File: src/verilog/timer_defs.svh
`ifndef TIMER_DEFS_SVH
`define TIMER_DEFS_SVH
// How it works
// - One counter, 16 or 32 bits wide, fixed per instance by a parameter.
// - Up to three channels, each set to off, capture, compare or PWM.
// - Capture copies the counter into the channel buffer on the chosen input edge.
// - Compare drives the output high while the counter is at or above the threshold.
// - PWM output is high below a duty value reloaded from each new write at wrap.
// - Optional dead time delays the rising edge of both complementary outputs.
// - Counter advances on clock cycles or on a selected event source.
// - Overflow and channel events leave as one-cycle pulses on the reflex network.
`define TMR_CTRL_ADDR 8'h00
`define TMR_STATUS_ADDR 8'h04
`define TMR_COUNT_ADDR 8'h08
`define TMR_TOP_ADDR 8'h0C
`define TMR_DTIME_ADDR 8'h10
`define TMR_CH_AREA 3'h1
`define TMR_CTRL_EN_BIT 0
`define TMR_CTRL_SRC_LSB 1
`define TMR_CTRL_ONESHOT_BIT 3
`define TMR_CTRL_DOWN_BIT 4
`define TMR_CTRL_EVFALL_BIT 5
`define TMR_CTRL_DTEN_BIT 6
`define TMR_ST_OVF_BIT 0
`define TMR_ST_CAP_LSB 1
`define TMR_ST_MATCH_LSB 4
`define TMR_CHCFG_MODE_LSB 0
`define TMR_CHCFG_FALL_BIT 2
`define TMR_DTIME_W 8
`define TMR_DTIME_RST 8'h01
`endif

File: src/verilog/timer_pkg.sv
package timer_pkg;
  typedef enum logic [1:0] {
    CH_OFF = 2'h0,
    CH_CAPTURE = 2'h1,
    CH_COMPARE = 2'h2,
    CH_PWM = 2'h3
  } chan_mode_e;
  typedef enum logic [1:0] {
    SRC_CLOCK = 2'h0,
    SRC_PIN = 2'h1,
    SRC_REFLEX = 2'h2,
    SRC_NONE = 2'h3
  } count_src_e;
endpackage : timer_pkg

File: src/verilog/timer_chan_if.sv
`timescale 1ns/10ps
`default_nettype none
interface timer_chan_if #(parameter int W = 16) ();
  logic [W-1:0] count;
  logic tick;
  logic wrap;
  logic cap_in;
  logic dt_en;
  logic [7:0] dtime;
  logic cfg_we;
  logic val_we;
  logic [31:0] wdata;
  logic [2:0] cfg;
  logic [W-1:0] val_rd;
  logic cap_ev;
  logic match_ev;
  logic out_p;
  logic out_n;
  modport core (
    output count, tick, wrap, cap_in, dt_en, dtime, cfg_we, val_we, wdata,
    input cfg, val_rd, cap_ev, match_ev, out_p, out_n
  );
  modport chan (
    input count, tick, wrap, cap_in, dt_en, dtime, cfg_we, val_we, wdata,
    output cfg, val_rd, cap_ev, match_ev, out_p, out_n
  );
endinterface : timer_chan_if
`default_nettype wire

File: src/verilog/timer_channel.sv
`timescale 1ns/10ps
`default_nettype none
`include "timer_defs.svh"
module timer_channel #(
  parameter int W = 16
) (
  input wire logic core_clk_i,
  input wire logic rst_i,
  timer_chan_if.chan cb
);
  typedef struct packed {
    timer_pkg::chan_mode_e mode;
    logic fall;
    logic [W-1:0] cmp;
    logic [W-1:0] duty;
    logic [W-1:0] cap;
    logic in_prev;
    logic raw;
    logic [7:0] dtc;
    logic op;
    logic on;
    logic cap_ev;
    logic match_ev;
  } chan_st_s;

  chan_st_s st_q;
  chan_st_s st_d;
  logic edge_seen;

  always_comb
  begin
    st_d = st_q;
    st_d.cap_ev = 1'b0;
    st_d.match_ev = 1'b0;
    edge_seen = st_q.fall ? (st_q.in_prev & ~cb.cap_in) : (~st_q.in_prev & cb.cap_in);
    st_d.in_prev = cb.cap_in;
    if (cb.cfg_we)
    begin
      st_d.mode = timer_pkg::chan_mode_e'(cb.wdata[`TMR_CHCFG_MODE_LSB +: 2]);
      st_d.fall = cb.wdata[`TMR_CHCFG_FALL_BIT];
    end
    if (cb.val_we)
      st_d.cmp = cb.wdata[W-1:0];
    case (st_q.mode)
      timer_pkg::CH_CAPTURE:
      begin
        st_d.raw = 1'b0;
        if (edge_seen)
        begin
          st_d.cap = cb.count;
          st_d.cap_ev = 1'b1;
        end
      end
      timer_pkg::CH_COMPARE:
      begin
        st_d.raw = (cb.count >= st_q.cmp);
        st_d.match_ev = cb.tick & (cb.count == st_q.cmp);
      end
      timer_pkg::CH_PWM:
      begin
        st_d.raw = (cb.count < st_q.duty);
        st_d.match_ev = cb.tick & (cb.count == st_q.duty);
        // Reload only at wrap so a period never mixes two duty values
        if (cb.wrap)
          st_d.duty = st_q.cmp;
      end
      default:
        st_d.raw = 1'b0;
    endcase
    if (st_q.mode != timer_pkg::CH_PWM)
      st_d.duty = st_q.cmp;
    if (st_d.raw != st_q.raw)
      st_d.dtc = 8'h00;
    else if (st_q.dtc < cb.dtime)
      st_d.dtc = st_q.dtc + 8'h01;
    if (cb.dt_en)
    begin
      st_d.op = st_d.raw & (st_d.dtc >= cb.dtime);
      st_d.on = ~st_d.raw & (st_d.dtc >= cb.dtime);
    end
    else
    begin
      st_d.op = st_d.raw;
      st_d.on = ~st_d.raw;
    end
  end

  always_ff @(posedge core_clk_i)
  begin
    if (rst_i)
      st_q <= '0;
    else
      st_q <= st_d;
  end

  assign cb.cfg = {st_q.fall, st_q.mode};
  assign cb.val_rd = (st_q.mode == timer_pkg::CH_CAPTURE) ? st_q.cap : st_q.cmp;
  assign cb.cap_ev = st_q.cap_ev;
  assign cb.match_ev = st_q.match_ev;
  assign cb.out_p = st_q.op;
  assign cb.out_n = st_q.on;
endmodule : timer_channel
`default_nettype wire

File: src/verilog/timer_compare_capture_pwm.sv
// The APB register port and the placing of the registers were chosen for this implementation.
`timescale 1ns/10ps
`default_nettype none
`include "timer_defs.svh"
module timer_compare_capture_pwm #(
  parameter int CNT_W = 16,
  parameter int NCH = 3,
  parameter bit DEAD_TIME_OPT = 1'b1
) (
  input wire logic core_clk_i,
  input wire logic rst_i,
  input wire logic psel_i,
  input wire logic penable_i,
  input wire logic pwrite_i,
  input wire logic [11:0] paddr_i,
  input wire logic [31:0] pwdata_i,
  output logic [31:0] prdata_o,
  output logic pready_o,
  output logic pslverr_o,
  input wire logic event_pin_i,
  input wire logic reflex_in_i,
  input wire logic [NCH-1:0] ch_in_i,
  output logic [NCH-1:0] ch_out_o,
  output logic [NCH-1:0] ch_out_n_o,
  output logic reflex_ovf_o,
  output logic [NCH-1:0] reflex_cc_o
);
  typedef struct packed {
    logic en;
    timer_pkg::count_src_e src;
    logic oneshot;
    logic down;
    logic evfall;
    logic dten;
    logic [CNT_W-1:0] count;
    logic [CNT_W-1:0] top;
    logic [7:0] dtime;
    logic ovf;
    logic [NCH-1:0] capf;
    logic [NCH-1:0] mtchf;
    logic [1:0] ev_s;
    logic ev_prev;
    logic [NCH-1:0] in1;
    logic [NCH-1:0] in2;
    logic rflx_prev;
    logic ovf_pls;
    logic [31:0] rdata;
  } tmr_st_s;

  localparam logic [CNT_W-1:0] ONE = {{(CNT_W-1){1'b0}}, 1'b1};

  tmr_st_s st_q;
  tmr_st_s st_d;
  logic tick;
  logic at_end;
  logic wrap;
  logic ev_edge;
  logic rflx_edge;
  logic setup;
  logic wr;
  logic mapped;
  logic in_ch;
  logic [1:0] ch_idx;
  logic [31:0] rd_val;
  logic count_we;
  logic [NCH-1:0] wr_cfg;
  logic [NCH-1:0] wr_val;
  logic [NCH-1:0] cap_ev;
  logic [NCH-1:0] match_ev;
  logic [NCH-1:0] out_p;
  logic [NCH-1:0] out_n;
  logic [2:0] ch_cfg [NCH];
  logic [CNT_W-1:0] ch_val [NCH];
  logic dt_en;

  assign ev_edge = st_q.evfall ? (st_q.ev_prev & ~st_q.ev_s[1]) : (~st_q.ev_prev & st_q.ev_s[1]);
  assign rflx_edge = st_q.evfall ? (st_q.rflx_prev & ~reflex_in_i)
    : (~st_q.rflx_prev & reflex_in_i);

  always_comb
  begin
    case (st_q.src)
      timer_pkg::SRC_CLOCK: tick = st_q.en;
      timer_pkg::SRC_PIN: tick = st_q.en & ev_edge;
      timer_pkg::SRC_REFLEX: tick = st_q.en & rflx_edge;
      default: tick = 1'b0;
    endcase
  end

  assign at_end = st_q.down ? (st_q.count == '0) : (st_q.count == st_q.top);
  assign wrap = tick & at_end;
  assign dt_en = DEAD_TIME_OPT & st_q.dten;

  // Zero wait states: read data are sampled in the setup cycle
  assign setup = psel_i & ~penable_i;
  assign wr = psel_i & penable_i & pwrite_i & mapped;
  assign in_ch = (paddr_i[11:8] == 4'h0) && (paddr_i[7:5] == `TMR_CH_AREA);
  assign ch_idx = paddr_i[4:3];
  assign count_we = wr && (paddr_i[7:0] == `TMR_COUNT_ADDR) && (paddr_i[11:8] == 4'h0);

  always_comb
  begin
    mapped = 1'b1;
    rd_val = 32'h0000_0000;
    if (in_ch && paddr_i[1:0] == 2'h0)
    begin
      if (32'(ch_idx) < NCH)
      begin
        if (paddr_i[2])
          rd_val = 32'(ch_val[ch_idx]);
        else
          rd_val = 32'(ch_cfg[ch_idx]);
      end
      else
        mapped = 1'b0;
    end
    else if (paddr_i[11:8] != 4'h0)
      mapped = 1'b0;
    else
    begin
      case (paddr_i[7:0])
        `TMR_CTRL_ADDR:
        begin
          rd_val[`TMR_CTRL_EN_BIT] = st_q.en;
          rd_val[`TMR_CTRL_SRC_LSB +: 2] = st_q.src;
          rd_val[`TMR_CTRL_ONESHOT_BIT] = st_q.oneshot;
          rd_val[`TMR_CTRL_DOWN_BIT] = st_q.down;
          rd_val[`TMR_CTRL_EVFALL_BIT] = st_q.evfall;
          rd_val[`TMR_CTRL_DTEN_BIT] = st_q.dten;
        end
        `TMR_STATUS_ADDR:
        begin
          rd_val[`TMR_ST_OVF_BIT] = st_q.ovf;
          rd_val[`TMR_ST_CAP_LSB +: NCH] = st_q.capf;
          rd_val[`TMR_ST_MATCH_LSB +: NCH] = st_q.mtchf;
        end
        `TMR_COUNT_ADDR: rd_val = 32'(st_q.count);
        `TMR_TOP_ADDR: rd_val = 32'(st_q.top);
        `TMR_DTIME_ADDR: rd_val = 32'(st_q.dtime);
        default: mapped = 1'b0;
      endcase
    end
  end

  always_comb
  begin
    for (int n = 0; n < NCH; n++)
    begin
      wr_cfg[n] = wr && in_ch && (32'(ch_idx) == n) && !paddr_i[2];
      wr_val[n] = wr && in_ch && (32'(ch_idx) == n) && paddr_i[2];
    end
  end

  always_comb
  begin
    st_d = st_q;
    st_d.in1 = ch_in_i;
    st_d.in2 = st_q.in1;
    st_d.ev_s = {st_q.ev_s[0], event_pin_i};
    st_d.ev_prev = st_q.ev_s[1];
    st_d.rflx_prev = reflex_in_i;
    st_d.ovf_pls = wrap;
    if (tick)
    begin
      if (wrap)
      begin
        st_d.count = st_q.down ? st_q.top : '0;
        if (st_q.oneshot)
          st_d.en = 1'b0;
      end
      else if (st_q.down)
        st_d.count = st_q.count - ONE;
      else
        st_d.count = st_q.count + ONE;
    end
    if (setup)
      st_d.rdata = rd_val;
    if (wr && !in_ch)
    begin
      case (paddr_i[7:0])
        `TMR_CTRL_ADDR:
        begin
          st_d.en = pwdata_i[`TMR_CTRL_EN_BIT];
          st_d.src = timer_pkg::count_src_e'(pwdata_i[`TMR_CTRL_SRC_LSB +: 2]);
          st_d.oneshot = pwdata_i[`TMR_CTRL_ONESHOT_BIT];
          st_d.down = pwdata_i[`TMR_CTRL_DOWN_BIT];
          st_d.evfall = pwdata_i[`TMR_CTRL_EVFALL_BIT];
          st_d.dten = DEAD_TIME_OPT & pwdata_i[`TMR_CTRL_DTEN_BIT];
        end
        `TMR_COUNT_ADDR: st_d.count = pwdata_i[CNT_W-1:0];
        `TMR_TOP_ADDR: st_d.top = pwdata_i[CNT_W-1:0];
        `TMR_DTIME_ADDR: st_d.dtime = pwdata_i[`TMR_DTIME_W-1:0];
        default: st_d.count = st_d.count;
      endcase
    end
    // Write-one-to-clear; a new event in the same cycle keeps its flag
    if (wr && !in_ch && paddr_i[7:0] == `TMR_STATUS_ADDR)
    begin
      st_d.ovf = st_q.ovf & ~pwdata_i[`TMR_ST_OVF_BIT];
      st_d.capf = st_q.capf & ~pwdata_i[`TMR_ST_CAP_LSB +: NCH];
      st_d.mtchf = st_q.mtchf & ~pwdata_i[`TMR_ST_MATCH_LSB +: NCH];
    end
    st_d.ovf = st_d.ovf | wrap;
    st_d.capf = st_d.capf | cap_ev;
    st_d.mtchf = st_d.mtchf | match_ev;
  end

  always_ff @(posedge core_clk_i)
  begin
    if (rst_i)
    begin
      st_q <= '0;
      st_q.top <= '1;
      st_q.dtime <= `TMR_DTIME_RST;
    end
    else
      st_q <= st_d;
  end

  for (genvar g = 0; g < NCH; g++)
  begin : g_ch
    timer_chan_if #(.W(CNT_W)) cif ();
    assign cif.count = st_q.count;
    assign cif.tick = tick;
    assign cif.wrap = wrap;
    assign cif.cap_in = st_q.in2[g];
    assign cif.dt_en = dt_en;
    assign cif.dtime = st_q.dtime;
    assign cif.cfg_we = wr_cfg[g];
    assign cif.val_we = wr_val[g];
    assign cif.wdata = pwdata_i;
    assign ch_cfg[g] = cif.cfg;
    assign ch_val[g] = cif.val_rd;
    assign cap_ev[g] = cif.cap_ev;
    assign match_ev[g] = cif.match_ev;
    assign out_p[g] = cif.out_p;
    assign out_n[g] = cif.out_n;
    timer_channel #(.W(CNT_W)) u_chan (
      .core_clk_i(core_clk_i),
      .rst_i(rst_i),
      .cb(cif.chan)
    );
  end

  assign prdata_o = st_q.rdata;
  assign pready_o = 1'b1;
  assign pslverr_o = psel_i & penable_i & ~mapped;
  assign ch_out_o = out_p;
  assign ch_out_n_o = out_n;
  assign reflex_ovf_o = st_q.ovf_pls;
  assign reflex_cc_o = cap_ev | match_ev;
endmodule : timer_compare_capture_pwm
`default_nettype wire

File: config.mk
export PLATFORM = sky130hd
export DESIGN_NAME = timer_compare_capture_pwm
export DESIGN_NICKNAME = d
export VERILOG_FILES = /design/src/verilog/timer_pkg.sv /design/src/verilog/timer_chan_if.sv /design/src/verilog/timer_channel.sv /design/src/verilog/timer_compare_capture_pwm.sv
export VERILOG_INCLUDE_DIRS = /design/src /design/src/verilog
export SDC_FILE = /design/constraint.sdc
export NUM_CORES = 1
export LEC_CHECK = 0
export CELL_PAD_IN_SITES_DETAIL_PLACEMENT = 0
export CELL_PAD_IN_SITES_GLOBAL_PLACEMENT = 1
export CORE_MARGIN = 5
export CORE_UTILIZATION = 35
export DETAILED_ROUTE_END_ITERATION = 8
export DONT_BUFFER_PORTS = 1
export PLACE_DENSITY_LB_ADDON = 0.05
export SYNTH_ARGS = -nofsm -noshare
export SYNTH_HDL_FRONTEND = slang
export SYNTH_SLANG_ARGS = --single-unit
File: constraint.sdc
create_clock -name core_clk_i -period 4.8 [get_ports core_clk_i]
set_input_delay 0.24 -clock core_clk_i [delete_from_list [all_inputs] [get_ports core_clk_i]]
set_output_delay 0.24 -clock core_clk_i [all_outputs]
set_load 0.02 [all_outputs]
==> flow_summary.json <==
{
  "status": "complete, no violations",
  "gp_congestion": 0.876,
  "synth_top_area_frac": 0.334,
  "portBuffers": 0,
  "clock_skew_ns": 0.0268,
  "path_cells": "buf_4 > ha_1 > nand4_1 > nor3_1 > nor3_1 > o211a_1 > a221oi_1 > buf_4 > xor2_1 > buf_4 > nor2_1 > ha_1 > a21o_1 > a21o_1 > a211oi_1 > o21bai_1 > a31oi_1 > nor3_1",
  "rows": 79,
  "place.detailed.hpwl_mm": 42.7,
  "fp.dieArea_um2": 51700,
  "chipHeight_um": 227,
  "wl_per_cell_um": 23.0,
  "ys_async_sr_fraction": 0,
  "regToRegSetupSlack_ns": 0.48,
  "yosysSeqAreaShare": 0.334,
  "core-area_um2": 46700,
  "critical_path_buf_inv_count": 3,
  "crit_path_max_incr_delay_ns": 0.59,
  "dr.pass1.iters": 6,
  "hold_viol_final": 0,
  "power_density_nw_per_um2": 314,
  "first_global_vias": 13400,
  "worst_slack_ns": 0.476,
  "rsz0062_at_grt": "false",
  "cts_buffers": 36,
  "cp-end-kind": "flop",
  "avgViaCountPerCell": 5.37,
  "drt_iter0_markers": 1031,
  "setup_viol": 0,
  "crit_type": "reg -> reg",
  "routed_wl_mm": 59.8,
  "avgSynthCellArea_um2": 8.32,
  "timing.slew.headroom": 0.161,
  "clk_pin_slew_ns": 0.06,
  "drv_cap": 0,
  "synth_edf_count": 0,
  "finalInstanceArea_um2": 18400,
  "yosys-top-cells-count": "298 x nor2_1, 276 x dfxtp_1, 161 x ha_1",
  "overflow": 0,
  "preCtsSetupSlack_ns": 0.485,
  "area_growth_pct": 11.4,
  "final_nets": 2184,
  "crit_required_ns": 5.18,
  "clock-sinks": 276,
  "worst_slew_pin_slew_ns": 1.25,
  "yosysTopAreaCell": "dfxtp_1",
  "yosysMostFrequentCell": "nor2_1",
  "ys_ff_latch": 276,
  "synth_flop_cell": "dfxtp_1",
  "vias": 13900,
  "drcViolationCount": 0,
  "placed_area_um2": 17000,
  "syn_area_um2": 16500,
  "cts_tree": "yes",
  "layout_min_cycle_time_ns": 4.32,
  "synthTopCellsByArea": "dfxtp_1 33%, ha_1 12%, mux2i_1 8.9%",
  "ant_nets": 0,
  "cp_top_family": "compound AO/OA/AOI/OAI gates",
  "fmax_ghz": 0.231,
  "ys_types": 74,
  "ioPinCount": 98,
  "cp-start-kind": "flop",
  "slew_violations": 0,
  "ir_drop_uv": 244,
  "cts_setup_buffers": 0,
  "start_util": 0.354,
  "syn_inst": 1985,
  "grt_pass1_wl_mm": 88.4,
  "n_fill_cell": 4831,
  "tns_ns": 0,
  "clk_path_buf_depth": 3,
  "clockRootBuffer": "clkbuf_16",
  "hold_class": "in -> reg",
  "grt_usage": 0.228,
  "crit_fanout": 15,
  "yosysWarnings": 0,
  "utilization": 0.395,
  "floorplan.die.width_um": 227,
  "cp.arrival_ns": 4.70,
  "grt_max_degree": 271,
  "drive_above_1_share": 0.0775,
  "grt_antenna_before_repair": 3,
  "power.leakage_nw": 7.85,
  "clk_latency_ns": 0.55,
  "fin_crit_sh": 0.901,
  "slowest_stage": "dfxtp_1",
  "htree_levels": 2
}
==> worst paths after layout <==
kind,start,to,cells after the start
max,g_ch[0].cif.count[2]$_SDFF_PP0_,g_ch[0].u_chan.cb.out_n$_SDFF_PP0_,18
min,pwdata_i[1],g_ch[0].cif.count[1]$_SDFF_PP0_,2
max reg2reg,g_ch[0].cif.count[2]$_SDFF_PP0_,g_ch[0].u_chan.cb.out_n$_SDFF_PP0_,18
min reg2reg,st_d[35]$_SDFF_PP0_,g_ch[1].cif.cap_in$_SDFF_PP0_,1
==> registers in the layout, indices dropped and copies added, names as in the netlist <==
| signal | count |
|---|---|
| dt_en | 1 |
| g_ch.cif.cap_in | 3 |
| g_ch.cif.count | 16 |
| g_ch.cif.dtime | 8 |
| g_ch.u_chan.cb.cap_ev | 3 |
| g_ch.u_chan.cb.cfg | 9 |
| g_ch.u_chan.cb.match_ev | 3 |
| g_ch.u_chan.cb.out_n | 3 |
| g_ch.u_chan.cb.out_p | 3 |
| g_ch.u_chan.st_q | 174 |
| prdata_o | 16 |
| reflex_ovf_o | 1 |
| st_d | 5 |
| st_q | 31 |
==> cell usage in the layout (no fill, tap or decap), types with 14 or more instances in the layout <==
| cell | count |
|---|---|
| a211oi_1 | 34 |
| a21oi_1 | 142 |
| a22oi_1 | 14 |
| and3_1 | 21 |
| buf_4 | 49 |
| clkbuf_16 | 37 |
| conb_1 | 17 |
| dfxtp_1 | 276 |
| dlygate4sd3_1 | 25 |
| ha_1 | 161 |
| inv_1 | 115 |
| mux2i_1 | 147 |
| nand2_1 | 159 |
| nand2b_1 | 17 |
| nand3_1 | 38 |
| nand4_1 | 26 |
| nor2_1 | 297 |
| nor2b_1 | 33 |
| nor3_1 | 52 |
| o21ai_0 | 56 |
| o21bai_1 | 18 |
| xnor2_1 | 38 |
==> power by group <==
part           internal [W]  total, W  switching [W]
Sequential          0.00233   0.00239      0.0000573
Clock               0.00162   0.00270        0.00108
Combinational      0.000302  0.000680       0.000378
==> cell families (layout without fill, tap and decap cells) <==
kind of cell / after synthesis / in the layout / synth area share
AO/OA/AOI/OAI: 371 / 371 / 0.147
other: 2 / 19 / 0.000455
XOR/XNOR: 51 / 51 / 0.0270
buffers and inverters: 260 / 247 / 0.0721
multiplexers: 157 / 157 / 0.0979
flip-flops: 276 / 276 / 0.334
AND/OR/NAND/NOR: 706 / 706 / 0.198
adder cells (fa/ha/maj): 162 / 162 / 0.123
==> layout make-up <==
class                      count  area, um^2  share of cell area
sequential                   276        5530               0.300
timing repair buffer          75         646              0.0351
antenna                        2        5.00            0.000272
clock buffer                  44         992              0.0539
tap                          607         759              0.0413
inverter                     115         432              0.0234
clock inverter                13         153             0.00829
multi-input combinational   1464        9900               0.538
==> metrics by stage <==
| stage | hold WS [ns] | std cells | power (W) |
|---|---|---|---|
| 5_1_grt | 0.0352 | 2596 | 0.00604 |
| 3_3_place_gp | 0.341 | 2511 | 0.00303 |
| 4_1_cts | 0.00758 | 2594 | 0.00585 |
| 6_report | 0.0498 | 2596 | 0.00577 |
| 3_5_place_dp | 0.344 | 2511 | 0.00303 |
| 2_1_floorplan | 0.349 | 2000 | 0.00297 |
==> routing by layer <==
layer	share of wire	track usage	routed length [um]	vias up
li1	-	-	-	6844
met1	0.46	0.315	27600	6700
met2	0.46	0.371	27500	314
met3	0.052	0.0379	3090	85
met4	0.027	0.0640	1590	2
met5	0.00013	0	8	-
==> timing repair <==
| action | 4_1_cts | 5_1_grt |
|---|---|---|
| hold buffers | 26 | 0 |
| hold endpoints to repair | 271 | 0 |
| gates resized for setup | 0 | 0 |
Note: power is estimated with default switching activity, not from simulation.
